===== config.mk =====
export PLATFORM = sky130hd
export DESIGN_NAME = aof_top
export DESIGN_NICKNAME = d
export VERILOG_FILES = /design/src/aof_pkg.sv /design/src/aof_chan_if.sv /design/src/aof_sync.sv /design/src/aof_chan.sv /design/src/aof_top.sv
export SDC_FILE = /design/constraint.sdc
export NUM_CORES = 2
export LEC_CHECK = 0
export CAP_MARGIN = 20
export CORE_ASPECT_RATIO = 1.1
export CORE_MARGIN = 4
export CORE_UTILIZATION = 50
export DETAILED_ROUTE_END_ITERATION = 8
export DONT_BUFFER_PORTS = 1
export GPL_TIMING_DRIVEN = 0
export PLACE_DENSITY = 0.68
export SYNTH_ARGS = -nofsm -noshare
export SYNTH_HDL_FRONTEND = slang
export SYNTH_SLANG_ARGS = --single-unit

===== constraint.sdc =====
create_clock -name i_clk -period 9.3 [get_ports i_clk]
set_input_delay 1.395 -clock i_clk [delete_from_list [all_inputs] [get_ports i_clk]]
set_output_delay 1.395 -clock i_clk [all_outputs]
set_load 0.005 [all_outputs]

===== src/aof_pkg.sv =====
// Function
// - Channel faults suppressed without terminal block unless enabled
// - Module faults, terminal block loss/add, always generated
// - Fault master enable gates field power, overtemp faults
// - Field power removed fault has own enable
// - Over-temperature fault has own enable
// - Interrupt master and field power enable raise interrupt
// - Interrupt master and overtemp enable raise interrupt
// - Range type three-valued, resets to disabled current
// - Four ranges, default bipolar ten volts
// - Value format integer or float, default float
// - Disabled current drives zero, ignores other settings
// - Disabled voltage drives zero, ignores other settings
// - Hold last state keeps last commanded value
// - Otherwise defaulting drives configured default value
// - Default with ramp enabled ramps gradually
// - Five defaulting conditions including outputs not enabled
// - Bad backplane power steps to default immediately
// - Hot removal while enabled holds last value
// - Service request reset holds; program defaults first
// - First store after power-up steps immediately
// - Kept analog power and same config: unchanged
// - Later reconfigurations apply default ramp rate
// - Field power loss drives zero volts, zero amps
package aof_pkg;
  localparam int NCH = 8;
  localparam logic [7:0] OFF_MODCFG = 8'h00;
  localparam logic [7:0] OFF_CTRL = 8'h04;
  localparam logic [7:0] OFF_STATUS = 8'h08;
  localparam logic [2:0] GRP_CHCFG = 3'h1;
  localparam logic [2:0] GRP_CMD = 3'h2;
  localparam logic [2:0] GRP_DEFV = 3'h3;
  localparam logic [2:0] GRP_OUT = 3'h4;
  localparam int MC_CHFLT_WO_TB = 0;
  localparam int MC_FLT_MASTER = 1;
  localparam int MC_FP_FLT = 2;
  localparam int MC_OT_FLT = 3;
  localparam int MC_IRQ_MASTER = 4;
  localparam int MC_FP_IRQ = 5;
  localparam int MC_OT_IRQ = 6;
  localparam logic [7:0] MODCFG_RST = 8'h0E;
  localparam int CT_STORE = 0;
  localparam int CT_SVC = 1;
  localparam logic [1:0] RT_DIS_V = 2'h0;
  localparam logic [1:0] RT_DIS_I = 2'h1;
  localparam logic [1:0] RT_ACTIVE = 2'h2;
  localparam logic [1:0] RG_BIP10 = 2'h0;
  localparam logic [1:0] RG_UNI10 = 2'h1;
  localparam logic [1:0] RG_4_20 = 2'h2;
  localparam logic [1:0] RG_0_20 = 2'h3;
  localparam logic [31:0] CHCFG_RST = 32'h0000_0001;
  localparam logic [15:0] DEFV_RST = 16'h0000;
  localparam logic [1:0] RESP_OKAY = 2'h0;
  localparam logic [1:0] RESP_SLVERR = 2'h2;
  localparam logic [7:0] FLT_EXP_BIAS = 8'h7F;
  localparam logic [7:0] FLT_EXP_SAT = 8'h8E;
  typedef struct packed {
    logic [15:0] step;
    logic [8:0] rsv;
    logic ramp_en;
    logic hold_last;
    logic fmt_int;
    logic [1:0] range;
    logic [1:0] rtype;
  } aof_chcfg_t;
endpackage


===== src/aof_chan_if.sv =====
interface aof_chan_if;
  logic tick;
  logic zero;
  logic hold_force;
  logic dflt;
  logic immediate;
  aof_pkg::aof_chcfg_t cfg;
  logic [31:0] cmd;
  logic [15:0] defv;
  logic [15:0] code;
  logic ramping;
  modport ctl(output tick, zero, hold_force, dflt, immediate, cfg, cmd, defv,
    input code, ramping);
  modport chan(input tick, zero, hold_force, dflt, immediate, cfg, cmd, defv,
    output code, ramping);
endinterface


===== src/aof_sync.sv =====
module aof_sync #(
  parameter int W = 16
) (
  input wire logic i_clk,
  input wire logic i_rst_b,
  input wire logic [W-1:0] i_async,
  output logic [W-1:0] o_sync
);
  typedef struct packed {
    logic [W-1:0] s1;
    logic [W-1:0] s2;
    logic [W-1:0] s3;
    logic [W-1:0] q;
  } aof_sync_t;
  aof_sync_t st_reg, st_next;
  always_comb begin
    st_next = st_reg;
    st_next.s1 = i_async;
    st_next.s2 = st_reg.s1;
    st_next.s3 = st_reg.s2;
    // Only settled bits move, so a glitch seen for one stage is dropped
    for (int k = 0; k < W; k++) begin
      if (st_reg.s2[k] == st_reg.s3[k]) begin
        st_next.q[k] = st_reg.s3[k];
      end
    end
  end
  always_ff @(posedge i_clk or negedge i_rst_b) begin
    if (!i_rst_b) begin
      st_reg <= '0;
    end else begin
      st_reg <= st_next;
    end
  end
  assign o_sync = st_reg.q;
endmodule


===== src/aof_chan.sv =====
module aof_chan (
  input wire logic i_clk,
  input wire logic i_ana_rst_b,
  aof_chan_if.chan ch
);
  typedef struct packed {
    logic [15:0] value;
    logic ramping;
  } aof_chan_t;
  aof_chan_t st_reg, st_next;
  logic [15:0] target;
  logic use_ramp;
  logic signed [16:0] diff;
  logic signed [16:0] stp;

  function automatic logic [15:0] aof_f2i(input logic [31:0] f);
    logic [15:0] m;
    logic [15:0] r;
    logic [7:0] e;
    m = {1'b1, f[22:8]};
    e = f[30:23] - aof_pkg::FLT_EXP_BIAS;
    r = 16'h0000;
    if (f[30:23] < aof_pkg::FLT_EXP_BIAS) begin
      r = 16'h0000;
    end else if (f[30:23] >= aof_pkg::FLT_EXP_SAT) begin
      r = f[31] ? 16'h8000 : 16'h7FFF;
    end else begin
      r = m >> (4'hF - e[3:0]);
      r = f[31] ? 16'(-r) : r;
    end
    return r;
  endfunction

  always_comb begin
    st_next = st_reg;
    use_ramp = 1'b0;
    target = ch.cfg.fmt_int ? ch.cmd[15:0] : aof_f2i(ch.cmd);
    if (ch.zero || ch.cfg.rtype != aof_pkg::RT_ACTIVE) begin
      target = 16'h0000;
    end else if (ch.hold_force || (ch.dflt && ch.cfg.hold_last)) begin
      target = st_reg.value;
    end else if (ch.dflt) begin
      target = ch.defv;
      use_ramp = ch.cfg.ramp_en && !ch.immediate;
    end
    diff = 17'(signed'(target)) - 17'(signed'(st_reg.value));
    stp = 17'({1'b0, ch.cfg.step});
    if (ch.tick) begin
      st_next.ramping = 1'b0;
      if (!use_ramp || diff <= stp && diff >= -stp) begin
        st_next.value = target;
      end else begin
        st_next.ramping = 1'b1;
        st_next.value = diff > 0 ? 16'(st_reg.value + ch.cfg.step)
          : 16'(st_reg.value - ch.cfg.step);
      end
    end
  end

  // Analog side keeps its own reset so a backplane cycle leaves outputs alone
  always_ff @(posedge i_clk or negedge i_ana_rst_b) begin
    if (!i_ana_rst_b) begin
      st_reg <= '0;
    end else begin
      st_reg <= st_next;
    end
  end
  assign ch.code = st_reg.value;
  assign ch.ramping = st_reg.ramping;
endmodule


===== src/aof_top.sv =====
// Local design decisions: the AXI4-Lite interface to the registers and the address map.
module aof_top (
  input wire logic i_clk,
  input wire logic i_rst_b,
  input wire logic i_ana_rst_b,
  input wire logic i_update_tick,
  input wire logic i_outputs_en,
  input wire logic i_bp_pwr_ok,
  input wire logic i_cpu_comm_ok,
  input wire logic i_io_comm_ok,
  input wire logic i_field_pwr_ok,
  input wire logic i_over_temp,
  input wire logic i_tb_present,
  input wire logic i_hot_remove,
  input wire logic [7:0] i_chan_fault,
  input wire logic [7:0] s_axi_awaddr,
  input wire logic s_axi_awvalid,
  output logic s_axi_awready,
  input wire logic [31:0] s_axi_wdata,
  input wire logic [3:0] s_axi_wstrb,
  input wire logic s_axi_wvalid,
  output logic s_axi_wready,
  output logic [1:0] s_axi_bresp,
  output logic s_axi_bvalid,
  input wire logic s_axi_bready,
  input wire logic [7:0] s_axi_araddr,
  input wire logic s_axi_arvalid,
  output logic s_axi_arready,
  output logic [31:0] s_axi_rdata,
  output logic [1:0] s_axi_rresp,
  output logic s_axi_rvalid,
  input wire logic s_axi_rready,
  output logic [127:0] o_chan_code,
  output logic [7:0] o_chan_zero_v,
  output logic [7:0] o_chan_zero_i,
  output logic [7:0] o_chan_fault,
  output logic o_fp_fault,
  output logic o_ot_fault,
  output logic o_fp_irq,
  output logic o_ot_irq,
  output logic o_tb_loss_fault,
  output logic o_tb_add_fault
);
  typedef struct packed {
    logic [7:0] modcfg;
    aof_pkg::aof_chcfg_t [7:0] chcfg;
    logic [7:0][31:0] cmd;
    logic [7:0][15:0] defv;
    logic first_done;
    logic first_pend;
    logic svc_hold;
    logic tb_prev;
    logic tb_loss;
    logic tb_add;
    logic fp_flt;
    logic ot_flt;
    logic fp_irq;
    logic ot_irq;
    logic [7:0] ch_flt;
    logic [7:0] zero_v;
    logic [7:0] zero_i;
    logic aw_got;
    logic w_got;
    logic awready;
    logic wready;
    logic [7:0] awaddr;
    logic [31:0] wdata;
    logic [3:0] wstrb;
    logic bvalid;
    logic [1:0] bresp;
    logic arready;
    logic rvalid;
    logic [31:0] rdata;
    logic [1:0] rresp;
  } aof_top_t;
  aof_top_t st_reg, st_next;

  logic [15:0] pins;
  logic outputs_en;
  logic bp_ok;
  logic cpu_ok;
  logic io_ok;
  logic fp_ok;
  logic ot;
  logic tb;
  logic hot_rm;
  logic [7:0] chf;
  logic dflt;
  logic [7:0] ramping;
  logic [7:0][15:0] code;

  // Every status and fault pin crosses from outside the clock domain; i_update_tick is used unsynchronised
  aof_sync #(.W(16)) u_sync (
    .i_clk(i_clk),
    .i_rst_b(i_rst_b),
    .i_async({i_outputs_en, i_bp_pwr_ok, i_cpu_comm_ok, i_io_comm_ok,
      i_field_pwr_ok, i_over_temp, i_tb_present, i_hot_remove, i_chan_fault}),
    .o_sync(pins)
  );
  assign {outputs_en, bp_ok, cpu_ok, io_ok, fp_ok, ot, tb, hot_rm, chf} = pins;

  assign dflt = !outputs_en || !bp_ok || !cpu_ok || !io_ok || !fp_ok;

  aof_chan_if ch_if[aof_pkg::NCH]();
  for (genvar g = 0; g < aof_pkg::NCH; g++) begin : g_ch
    assign ch_if[g].tick = i_update_tick;
    assign ch_if[g].zero = !fp_ok;
    // Hot removal, service reset and the wait for the first store all freeze
    assign ch_if[g].hold_force = (hot_rm && outputs_en) || st_reg.svc_hold
      || !st_reg.first_done;
    assign ch_if[g].dflt = dflt;
    assign ch_if[g].immediate = !bp_ok || st_reg.first_pend;
    assign ch_if[g].cfg = st_reg.chcfg[g];
    assign ch_if[g].cmd = st_reg.cmd[g];
    assign ch_if[g].defv = st_reg.defv[g];
    assign code[g] = ch_if[g].code;
    assign ramping[g] = ch_if[g].ramping;
    aof_chan u_chan (
      .i_clk(i_clk),
      .i_ana_rst_b(i_ana_rst_b),
      .ch(ch_if[g])
    );
  end

  function automatic logic [31:0] aof_merge(input logic [31:0] old,
    input logic [31:0] nw, input logic [3:0] be);
    logic [31:0] r;
    r = old;
    for (int b = 0; b < 4; b++) begin
      if (be[b]) begin
        r[b*8 +: 8] = nw[b*8 +: 8];
      end
    end
    return r;
  endfunction

  logic [2:0] wgrp;
  logic [2:0] widx;
  logic [2:0] rgrp;
  logic [2:0] ridx;
  logic wr_ok;
  logic rd_ok;
  logic store;
  assign wgrp = st_reg.awaddr[7:5];
  assign widx = st_reg.awaddr[4:2];
  assign rgrp = s_axi_araddr[7:5];
  assign ridx = s_axi_araddr[4:2];

  always_comb begin
    st_next = st_reg;
    wr_ok = 1'b0;
    rd_ok = 1'b0;
    store = 1'b0;
    // Write path: address and data may arrive in either order
    if (s_axi_awvalid && st_reg.awready) begin
      st_next.aw_got = 1'b1;
      st_next.awaddr = s_axi_awaddr;
    end
    if (s_axi_wvalid && st_reg.wready) begin
      st_next.w_got = 1'b1;
      st_next.wdata = s_axi_wdata;
      st_next.wstrb = s_axi_wstrb;
    end
    if (st_reg.bvalid && s_axi_bready) begin
      st_next.bvalid = 1'b0;
    end
    if (st_reg.aw_got && st_reg.w_got && !st_reg.bvalid) begin
      st_next.aw_got = 1'b0;
      st_next.w_got = 1'b0;
      st_next.bvalid = 1'b1;
      wr_ok = 1'b1;
      if (st_reg.awaddr[1:0] != 2'h0) begin
        wr_ok = 1'b0;
      end else if (st_reg.awaddr == aof_pkg::OFF_MODCFG) begin
        st_next.modcfg = 8'(aof_merge({24'h0, st_reg.modcfg}, st_reg.wdata,
          st_reg.wstrb));
      end else if (st_reg.awaddr == aof_pkg::OFF_CTRL) begin
        store = st_reg.wstrb[0] && st_reg.wdata[aof_pkg::CT_STORE];
        if (st_reg.wstrb[0] && st_reg.wdata[aof_pkg::CT_SVC]) begin
          st_next.svc_hold = 1'b1;
        end
      end else if (wgrp == aof_pkg::GRP_CHCFG) begin
        st_next.chcfg[widx] = aof_merge(st_reg.chcfg[widx], st_reg.wdata,
          st_reg.wstrb);
      end else if (wgrp == aof_pkg::GRP_CMD) begin
        st_next.cmd[widx] = aof_merge(st_reg.cmd[widx], st_reg.wdata, st_reg.wstrb);
      end else if (wgrp == aof_pkg::GRP_DEFV) begin
        st_next.defv[widx] = 16'(aof_merge({16'h0, st_reg.defv[widx]}, st_reg.wdata,
          st_reg.wstrb));
      end else begin
        wr_ok = 1'b0;
      end
      st_next.bresp = wr_ok ? aof_pkg::RESP_OKAY : aof_pkg::RESP_SLVERR;
    end
    st_next.awready = !st_next.aw_got && !st_next.bvalid;
    st_next.wready = !st_next.w_got && !st_next.bvalid;

    // Configuration store: the first one after reset skips the ramp
    if (i_update_tick) begin
      st_next.first_pend = 1'b0;
    end
    if (store) begin
      // A service reset in the same write as the store wins
      st_next.svc_hold = st_reg.wdata[aof_pkg::CT_SVC];
      st_next.first_done = 1'b1;
      if (!st_reg.first_done) begin
        st_next.first_pend = 1'b1;
      end // Later stores leave first_pend clear, so ramps apply
    end

    // Read path: one cycle from address to data
    if (st_reg.rvalid && s_axi_rready) begin
      st_next.rvalid = 1'b0;
    end
    if (s_axi_arvalid && st_reg.arready) begin
      st_next.rvalid = 1'b1;
      rd_ok = s_axi_araddr[1:0] == 2'h0;
      st_next.rdata = 32'h0000_0000;
      if (!rd_ok) begin
        st_next.rdata = 32'h0000_0000;
      end else if (s_axi_araddr == aof_pkg::OFF_MODCFG) begin
        st_next.rdata = {24'h0, st_reg.modcfg};
      end else if (s_axi_araddr == aof_pkg::OFF_CTRL) begin
        st_next.rdata = 32'h0000_0000;
      end else if (s_axi_araddr == aof_pkg::OFF_STATUS) begin
        st_next.rdata = {8'h0, ramping, st_reg.ch_flt, ot, fp_ok, st_reg.svc_hold,
          st_reg.first_done, st_reg.ot_irq, st_reg.fp_irq, st_reg.ot_flt, st_reg.fp_flt};
      end else if (rgrp == aof_pkg::GRP_CHCFG) begin
        st_next.rdata = st_reg.chcfg[ridx];
      end else if (rgrp == aof_pkg::GRP_CMD) begin
        st_next.rdata = st_reg.cmd[ridx];
      end else if (rgrp == aof_pkg::GRP_DEFV) begin
        st_next.rdata = {16'h0, st_reg.defv[ridx]};
      end else if (rgrp == aof_pkg::GRP_OUT) begin
        st_next.rdata = {16'h0, code[ridx]};
      end else begin
        rd_ok = 1'b0;
      end
      st_next.rresp = rd_ok ? aof_pkg::RESP_OKAY : aof_pkg::RESP_SLVERR;
    end
    st_next.arready = !st_next.rvalid;

    // Fault and interrupt gating
    st_next.fp_flt = !fp_ok && st_reg.modcfg[aof_pkg::MC_FLT_MASTER]
      && st_reg.modcfg[aof_pkg::MC_FP_FLT];
    st_next.ot_flt = ot && st_reg.modcfg[aof_pkg::MC_FLT_MASTER]
      && st_reg.modcfg[aof_pkg::MC_OT_FLT];
    st_next.fp_irq = !fp_ok && st_reg.modcfg[aof_pkg::MC_IRQ_MASTER]
      && st_reg.modcfg[aof_pkg::MC_FP_IRQ];
    st_next.ot_irq = ot && st_reg.modcfg[aof_pkg::MC_IRQ_MASTER]
      && st_reg.modcfg[aof_pkg::MC_OT_IRQ];
    st_next.ch_flt = chf & {8{tb || st_reg.modcfg[aof_pkg::MC_CHFLT_WO_TB]}};
    // Terminal block edges report no matter how channel faults are set
    st_next.tb_prev = tb;
    st_next.tb_loss = st_reg.tb_prev && !tb;
    st_next.tb_add = !st_reg.tb_prev && tb;
    for (int c = 0; c < aof_pkg::NCH; c++) begin
      st_next.zero_v[c] = !fp_ok || st_reg.chcfg[c].rtype == aof_pkg::RT_DIS_V;
      st_next.zero_i[c] = !fp_ok || st_reg.chcfg[c].rtype == aof_pkg::RT_DIS_I;
    end
  end

  always_ff @(posedge i_clk or negedge i_rst_b) begin
    if (!i_rst_b) begin
      st_reg <= '0;
      st_reg.modcfg <= aof_pkg::MODCFG_RST;
      st_reg.chcfg <= {aof_pkg::NCH{aof_pkg::CHCFG_RST}};
      st_reg.defv <= {aof_pkg::NCH{aof_pkg::DEFV_RST}};
      st_reg.awready <= 1'b1;
      st_reg.wready <= 1'b1;
      st_reg.arready <= 1'b1;
    end else begin
      st_reg <= st_next;
    end
  end

  assign s_axi_awready = st_reg.awready;
  assign s_axi_wready = st_reg.wready;
  assign s_axi_bvalid = st_reg.bvalid;
  assign s_axi_bresp = st_reg.bresp;
  assign s_axi_arready = st_reg.arready;
  assign s_axi_rvalid = st_reg.rvalid;
  assign s_axi_rdata = st_reg.rdata;
  assign s_axi_rresp = st_reg.rresp;
  assign o_chan_code = code;
  assign o_chan_zero_v = st_reg.zero_v;
  assign o_chan_zero_i = st_reg.zero_i;
  assign o_chan_fault = st_reg.ch_flt;
  assign o_fp_fault = st_reg.fp_flt;
  assign o_ot_fault = st_reg.ot_flt;
  assign o_fp_irq = st_reg.fp_irq;
  assign o_ot_irq = st_reg.ot_irq;
  assign o_tb_loss_fault = st_reg.tb_loss;
  assign o_tb_add_fault = st_reg.tb_add;
endmodule


# Word level (Yosys, flattened, before mapping)
# Index checks and enable logic that the tools add are counted.
# totals
out_inout_bits	199
inputBits	77
latchBits	0
reg_bits	969
ram_bits	0
mem_count	0
word_cells	674
romBits	0
# classes
add_sub_neg	56
div	0
bitwise_logic	6
multipliers	0
magnitude_cmp	43
shifts	8
eq_ne	44
reduce_logical	137
n_mux	246
# op_table
operator	count
16-bit two-way mux	86
8-bit two-way mux	68
256-bit bitwise mux	2
32-bit binary-select mux with 3-bit select	4
32-bit two-way mux	11
16-bit binary-select mux with 3-bit select	3
17-bit greater-or-equal comparator	8
17-bit by 1-bit > comparator with 1-bit output, second input constant	8
17-bit <= comparator	8
16-bit negator with 17-bit output	8
16-bit by 16-bit subtractor with 17-bit output	8
16-bit adder	8
128-bit bitwise mux	1
16-bit negator	8
16-bit by 4-bit >> shifter with 16-bit output	8
16-bit subtractor	8
32-bit demux with 3-bit select	1
8-bit greater-or-equal comparator, second input constant	8
8-bit by 7-bit < comparator with 1-bit output, second input constant	8
1-bit two-way mux	63
16-bit demux with 3-bit select	1
1-bit logical OR	48
1-bit logical AND	47
35-bit two-way mux	1
other kinds (24)	116

# Depth between registers and ports, before layout
# depth
ltp_word	16
mapped_depth	45
depth_no_buf	38

# Modules after synthesis
# A second synthesis with hierarchy kept.
# hier_totals
hier_cells	9050
area_unflattened_um2	89799.9
# by_module_without_submodules
mod	area_each_um2	cells_each	instances	seq_area_each_um2
aof_top	40842.9	2787	1	19210.9
aof_chan at g_ch[0].u_chan ...	5938.2	779	6	425.4
aof_chan at g_ch[2].u_chan	5874.4	765	1	425.4
aof_chan at g_ch[7].u_chan	5551.6	728	1	425.4
aof_sync	1901.8	96	1	1601.5

# Least setup slack after synthesis
# Ideal clock, no wire load.
# synth_path
path_kind	flip-flop to flip-flop
start	register st_reg (netlist bit ch_if[3].cmd[23])
end	register g_ch[3].u_chan.st_reg (netlist bit g_ch[3].u_chan.ch.code[15])
path_buffers	8
stages_incl_launch_ff	45
period_less_slack_ns	9.371
setup_slack_ns	-0.071
t_arrival_ns	9.245
t_required_ns	9.174
setup_time_ns	0.126
cell_sequence	dfrtp_1 buf_2 buf_2 clkbuf_1 inv_1 ha_1 buf_2 buf_2 mux4_2 mux4_2 inv_1 ha_1 nand4_1 o21ai_0 xor2_1 a21oi_1 a21oi_1 o211ai_1 [... 9 more ...] nor4_1 or2_2 clkbuf_1 clkbuf_1 a21o_1 inv_1 ha_1 nor2b_1 o31ai_1 a31oi_1 a311oi_1 a21oi_1 a31oi_1 o21ai_0 xnor2_1 xnor2_1 mux2_2 a311o_1
# synth_via
elab_chain_len	16
elab_cells_between_ends	21
cone_classes	add/sub: 4; order compare: 5; shift: 1; mux: 9; reduce/logical: 2
# synth_rtl
item	line	rtl
from (decl)	aof_top.sv:76	aof_top_t st_reg, st_next;
from (signal assigned)	aof_top.sv:273	st_reg <= st_next;
4-bit subtractor	aof_chan.sv:21	e = f[30:23] - aof_pkg::FLT_EXP_BIAS;
4-bit subtractor	aof_chan.sv:28	r = m >> (4'hF - e[3:0]);
16-bit by 4-bit >> shifter with 16-bit output	aof_chan.sv:28	
16-bit negator	aof_chan.sv:29	r = f[31] ? 16'(-r) : r;
16-bit two-way mux	aof_chan.sv:29	
16-bit two-way mux	aof_chan.sv:25	end else if (f[30:23] >= aof_pkg::FLT_EXP_SAT) begin
16-bit two-way mux (*)	aof_chan.sv:23	if (f[30:23] < aof_pkg::FLT_EXP_BIAS) begin
16-bit two-way mux (*)	aof_chan.sv:37	target = ch.cfg.fmt_int ? ch.cmd[15:0] : aof_f2i(ch.cmd);
16-bit two-way mux (*)	aof_chan.sv:42	end else if (ch.dflt) begin
16-bit two-way mux (*)	aof_chan.sv:40	end else if (ch.hold_force || (ch.dflt && ch.cfg.hold_last)) begin
16-bit two-way mux (*)	aof_chan.sv:38	if (ch.zero || ch.cfg.rtype != aof_pkg::RT_ACTIVE) begin
16-bit by 16-bit subtractor with 17-bit output	aof_chan.sv:46	diff = 17'(signed'(target)) - 17'(signed'(st_reg.value));
17-bit <= comparator or 17-bit greater-or-equal comparator (tied branches)	aof_chan.sv:50	if (!use_ramp || diff <= stp && diff >= -stp) begin
1-bit logical AND	aof_chan.sv:50	
1-bit logical OR	aof_chan.sv:50	
16-bit two-way mux (*)	aof_chan.sv:50	
to (signal assigned)	aof_chan.sv:65	st_reg <= st_next;
to (decl)	aof_chan.sv:10	aof_chan_t st_reg, st_next;
# Mark *: on every way between the ends. The rest lies on a longest branch, timed or not.
# A chain may end at the register's enable or synchronous reset.

# Worst setup path after layout
# layout_path
start	register u_sync.st_reg (netlist bit u_sync.o_sync[11])
end	register g_ch[6].u_chan.st_reg (netlist bit g_ch[6].u_chan.ch.code[14])
# layout_via
elab_chain_len	11
elab_cells_between_ends	20
cone_classes	add/sub: 1; order compare: 3; mux: 8; reduce/logical: 8
# layout_rtl
item	line	rtl
from (decl)	aof_sync.sv:15	aof_sync_t st_reg, st_next;
from (signal assigned)	aof_sync.sv:32	st_reg <= st_next;
1-bit logical NOT (*)	aof_top.sv:102, aof_top.sv:107	
1-bit logical OR	aof_top.sv:102	assign dflt = !outputs_en || !bp_ok || !cpu_ok || !io_ok || !fp_ok;
1-bit logical AND	aof_chan.sv:40	
1-bit logical OR	aof_chan.sv:40	
16-bit two-way mux	aof_chan.sv:40	
16-bit two-way mux	aof_chan.sv:38	
16-bit by 16-bit subtractor with 17-bit output	aof_chan.sv:46	
17-bit <= comparator or 17-bit greater-or-equal comparator (tied branches)	aof_chan.sv:50	
1-bit logical AND	aof_chan.sv:50	
1-bit logical OR	aof_chan.sv:50	
16-bit two-way mux (*)	aof_chan.sv:50	
to (signal assigned)	aof_chan.sv:65	
to (decl)	aof_chan.sv:10	
# Marks and branches as above.

==> summary.txt <==
total grt overflow - 0
Placeable Area - 0.169 mm^2
power per standard cell area - 236 mW/mm^2
CP Data Required Time - 9960 ps
area grow syn2layout - 16.8%
main flop type after synthesis - dfrtp_1
outcome - finished, violations left
Root Buffer - clkbuf_16
Die H - 441 um
initial DRC count - 11,900
CP peak stage delay - 710 ps
vias in the first global route - 79,800
hold slack - 301 ps
die width - 402 um
leading cell type in the layout, fill and taps excluded - dfrtp_1
Setup violations, final - 5
library cell with the largest summed area after synthesis - dfrtp_1
syn avg cell area - 9.84 um^2
most frequent cells in the layout - 946 x dfrtp_1, 766 x mux2_2, 596 x nor2_1, 523 x ha_1, 491 x nand2_1
Detail Route Antenna Nets - 0
Hold Path Class - primary input to async pin
Peak supply drop - 0.249 mV
critical path's most frequent cell - a21oi_1
CTS Hold Bufs - 0
cell area after synthesis - 0.0852 mm^2
Post-synth EDFFs - 0
register clock-pin slew on the reported worst setup and hold paths - 70 ps
number of distinct library cells after synthesis - 96
num ports - 276
Post-Synthesis Cells - 8,652
Pleak - 40.9 nW
period utilization - 103%
CTS tree - done
CTS Buf Count - 106
Final HPWL DP - 375 mm
DR DRC count - 0
initial antenna violation count - 76
sequential area share after synthesis - 28.4%
Fin. Hold Viols - 0
PortBufs - 0
failing checks - negative setup slack
Layout Cells excl Fill - 11,500
Routed WL - 473 mm
Slew HR - 5.58%
first-pass GRT wire length - 636 mm
slowest CP cell - clkbuf_1
number of H-tree levels - 3
Power Total - 23.4 mW
largest net degree at the start of global routing - 832
drt pass-1 iters - 9
fin nets - 9,744
fin crit period - 9550 ps
row cnt - 158
asr flop ratio synth - 100%
Setup WS post-layout - -246 ps
number of vias per cell - 7.32
# clock sinks - 967
worst skew pair latency - 800 ps
Tightest Pin Transition - 1400 ps
critical path peak fanout - 10
All-Layer GR Usage - 51.7%
Final Max Slew Viols - 0
largest cells by area after synthesis - dfrtp_1 28%, mux4_2 12%, mux2_2 10%
Arr. time, crit path - 10,210 ps
clock skew - 61.8 ps
Worst setup EP type - flip-flop
FF+latch count, synth - 967
Synth top area share - 28.0%
Die ar. - 0.177 mm^2
CTS max path bufs - 3
max cap viols - 0
Peak Freq - 0.105 GHz
Crit Path Class - flip-flop to flip-flop
WL/cell - 41.2 um
unrepaired setup endpoints after global routing - yes
ratio of cells with drive above 1 in the final layout - 27.0%
synth warn - 0
RePlAce Congestion - 1.19
Inst Count DP - 11,000
CP Launch Type - flip-flop
Initial Util - 50.4%
DR vias - 83,900
-- cell usage after synthesis (25+ instances only) --
| cell | count |
|---|---|
| a2111oi_0 | 33 |
| a211oi_1 | 151 |
| a21o_1 | 136 |
| a21oi_1 | 537 |
| a221o_1 | 25 |
| a221oi_1 | 41 |
| a22oi_1 | 27 |
| a31oi_1 | 98 |
| and2_1 | 35 |
| and3_1 | 85 |
| buf_1 | 63 |
| buf_2 | 34 |
| buf_4 | 65 |
| clkbuf_1 | 397 |
| dfrtp_1 | 953 |
| ha_1 | 568 |
| inv_1 | 392 |
| mux2_2 | 771 |
| mux2i_1 | 220 |
| mux4_2 | 470 |
| nand2_1 | 503 |
| nand2b_1 | 77 |
| nand3_1 | 204 |
| nand4_1 | 77 |
| nor2_1 | 610 |
| nor2b_1 | 223 |
| nor3_1 | 176 |
| nor4_1 | 40 |
| o211ai_1 | 90 |
| o21a_1 | 82 |
| o21ai_0 | 351 |
| o221ai_1 | 27 |
| o22ai_1 | 50 |
| or2_2 | 33 |
| or3_1 | 69 |
| xnor2_1 | 354 |
| xor2_1 | 117 |
-- kinds of logic (layout without fill, tap and decap cells) --
kind of cell	Yosys count	in the layout	synth area share, %
xor+xnor	474	474	4.91
other cells	1	59	0.00440
simple gates	2245	2245	12.9
flops	967	967	28.4
mux	1461	1461	25.2
fa+ha+maj	600	600	8.91
buf+inv	957	1479	4.55
compound gates	1947	1947	15.0
-- worst max-delay path, delay by kind of cell (launching register included) --
kind / cells / cell delay (ps)
xor+xnor: 2 / 320
flops: 1 / 520
mux: 1 / 170
compound gates: 14 / 2530
fa+ha+maj: 2 / 680
simple gates: 10 / 3490
buf+inv: 4 / 1600
-- layer usage --
metal / global-route usage [%] / wire length [um] / vias to the layer above
met4: 46.9 / 55800 / 30
met1: 57.6 / 158000 / 41600
met3: 24.9 / 68900 / 2093
li1: - / - / 33400
met2: 72.3 / 190000 / 6863
met5: 2.63 / 621 / -
-- path summary, 6_finish.rpt --
check                      cells past startpoint  slack (ps)                                     end                     startpoint
min                                            0         300            u_sync.st_next[32]$_DFF_PN0_                        i_rst_b
max in group asynchronous                      2        6600           ch_if[1].defv[10]$_DFFE_PN0P_                        i_rst_b
max reg2reg                                   33        -250  g_ch[6].u_chan.ch.code[14]$_DFFE_PN0P_  u_sync.o_sync[11]$_DFFE_PN0N_
min in group i_clk                             0         350            u_sync.st_next[25]$_DFF_PN0_   u_sync.st_next[41]$_DFF_PN0_
min reg2reg                                    0         350            u_sync.st_next[25]$_DFF_PN0_   u_sync.st_next[41]$_DFF_PN0_
max                                           33        -250  g_ch[6].u_chan.ch.code[14]$_DFFE_PN0P_  u_sync.o_sync[11]$_DFFE_PN0N_
-- final cells by class --
type,count,area (um^2)
diodes,57,143
plain buffers,550,2710
clock buffers,136,2880
clock inverters,64,912
fillers,14400,69600
inverters,398,1530
multi-input cells,6729,60800
flip-flops and latches,967,24200
well taps,2240,2800
repair buffers,331,3410
-- timing repair --
item,in CTS,in global routing
gates resized for setup,533,379
setup buffers,100,91
setup endpoints to repair,135,94
pin swaps,123,202
-- per-stage QoR --
step,util (%),setup TNS [ps],cell area (um^2),setup slack [ps]
2_1_floorplan,-,0,85200,46.6
3_5_place_dp,52.9,-180460,89500,-3480
4_1_cts,57.0,-77.3,96300,-40.4
6_report,58.8,-478,99500,-246
3_3_place_gp,52.1,-232360,88000,-4570
5_1_grt,58.8,-1290,99300,-259
-- power by group --
part	internal [mW]	switching, mW
sequential	4.77	1.09
combinational	4.94	7.90
clock	2.67	2.08
Power figures use the tool's default switching activity.
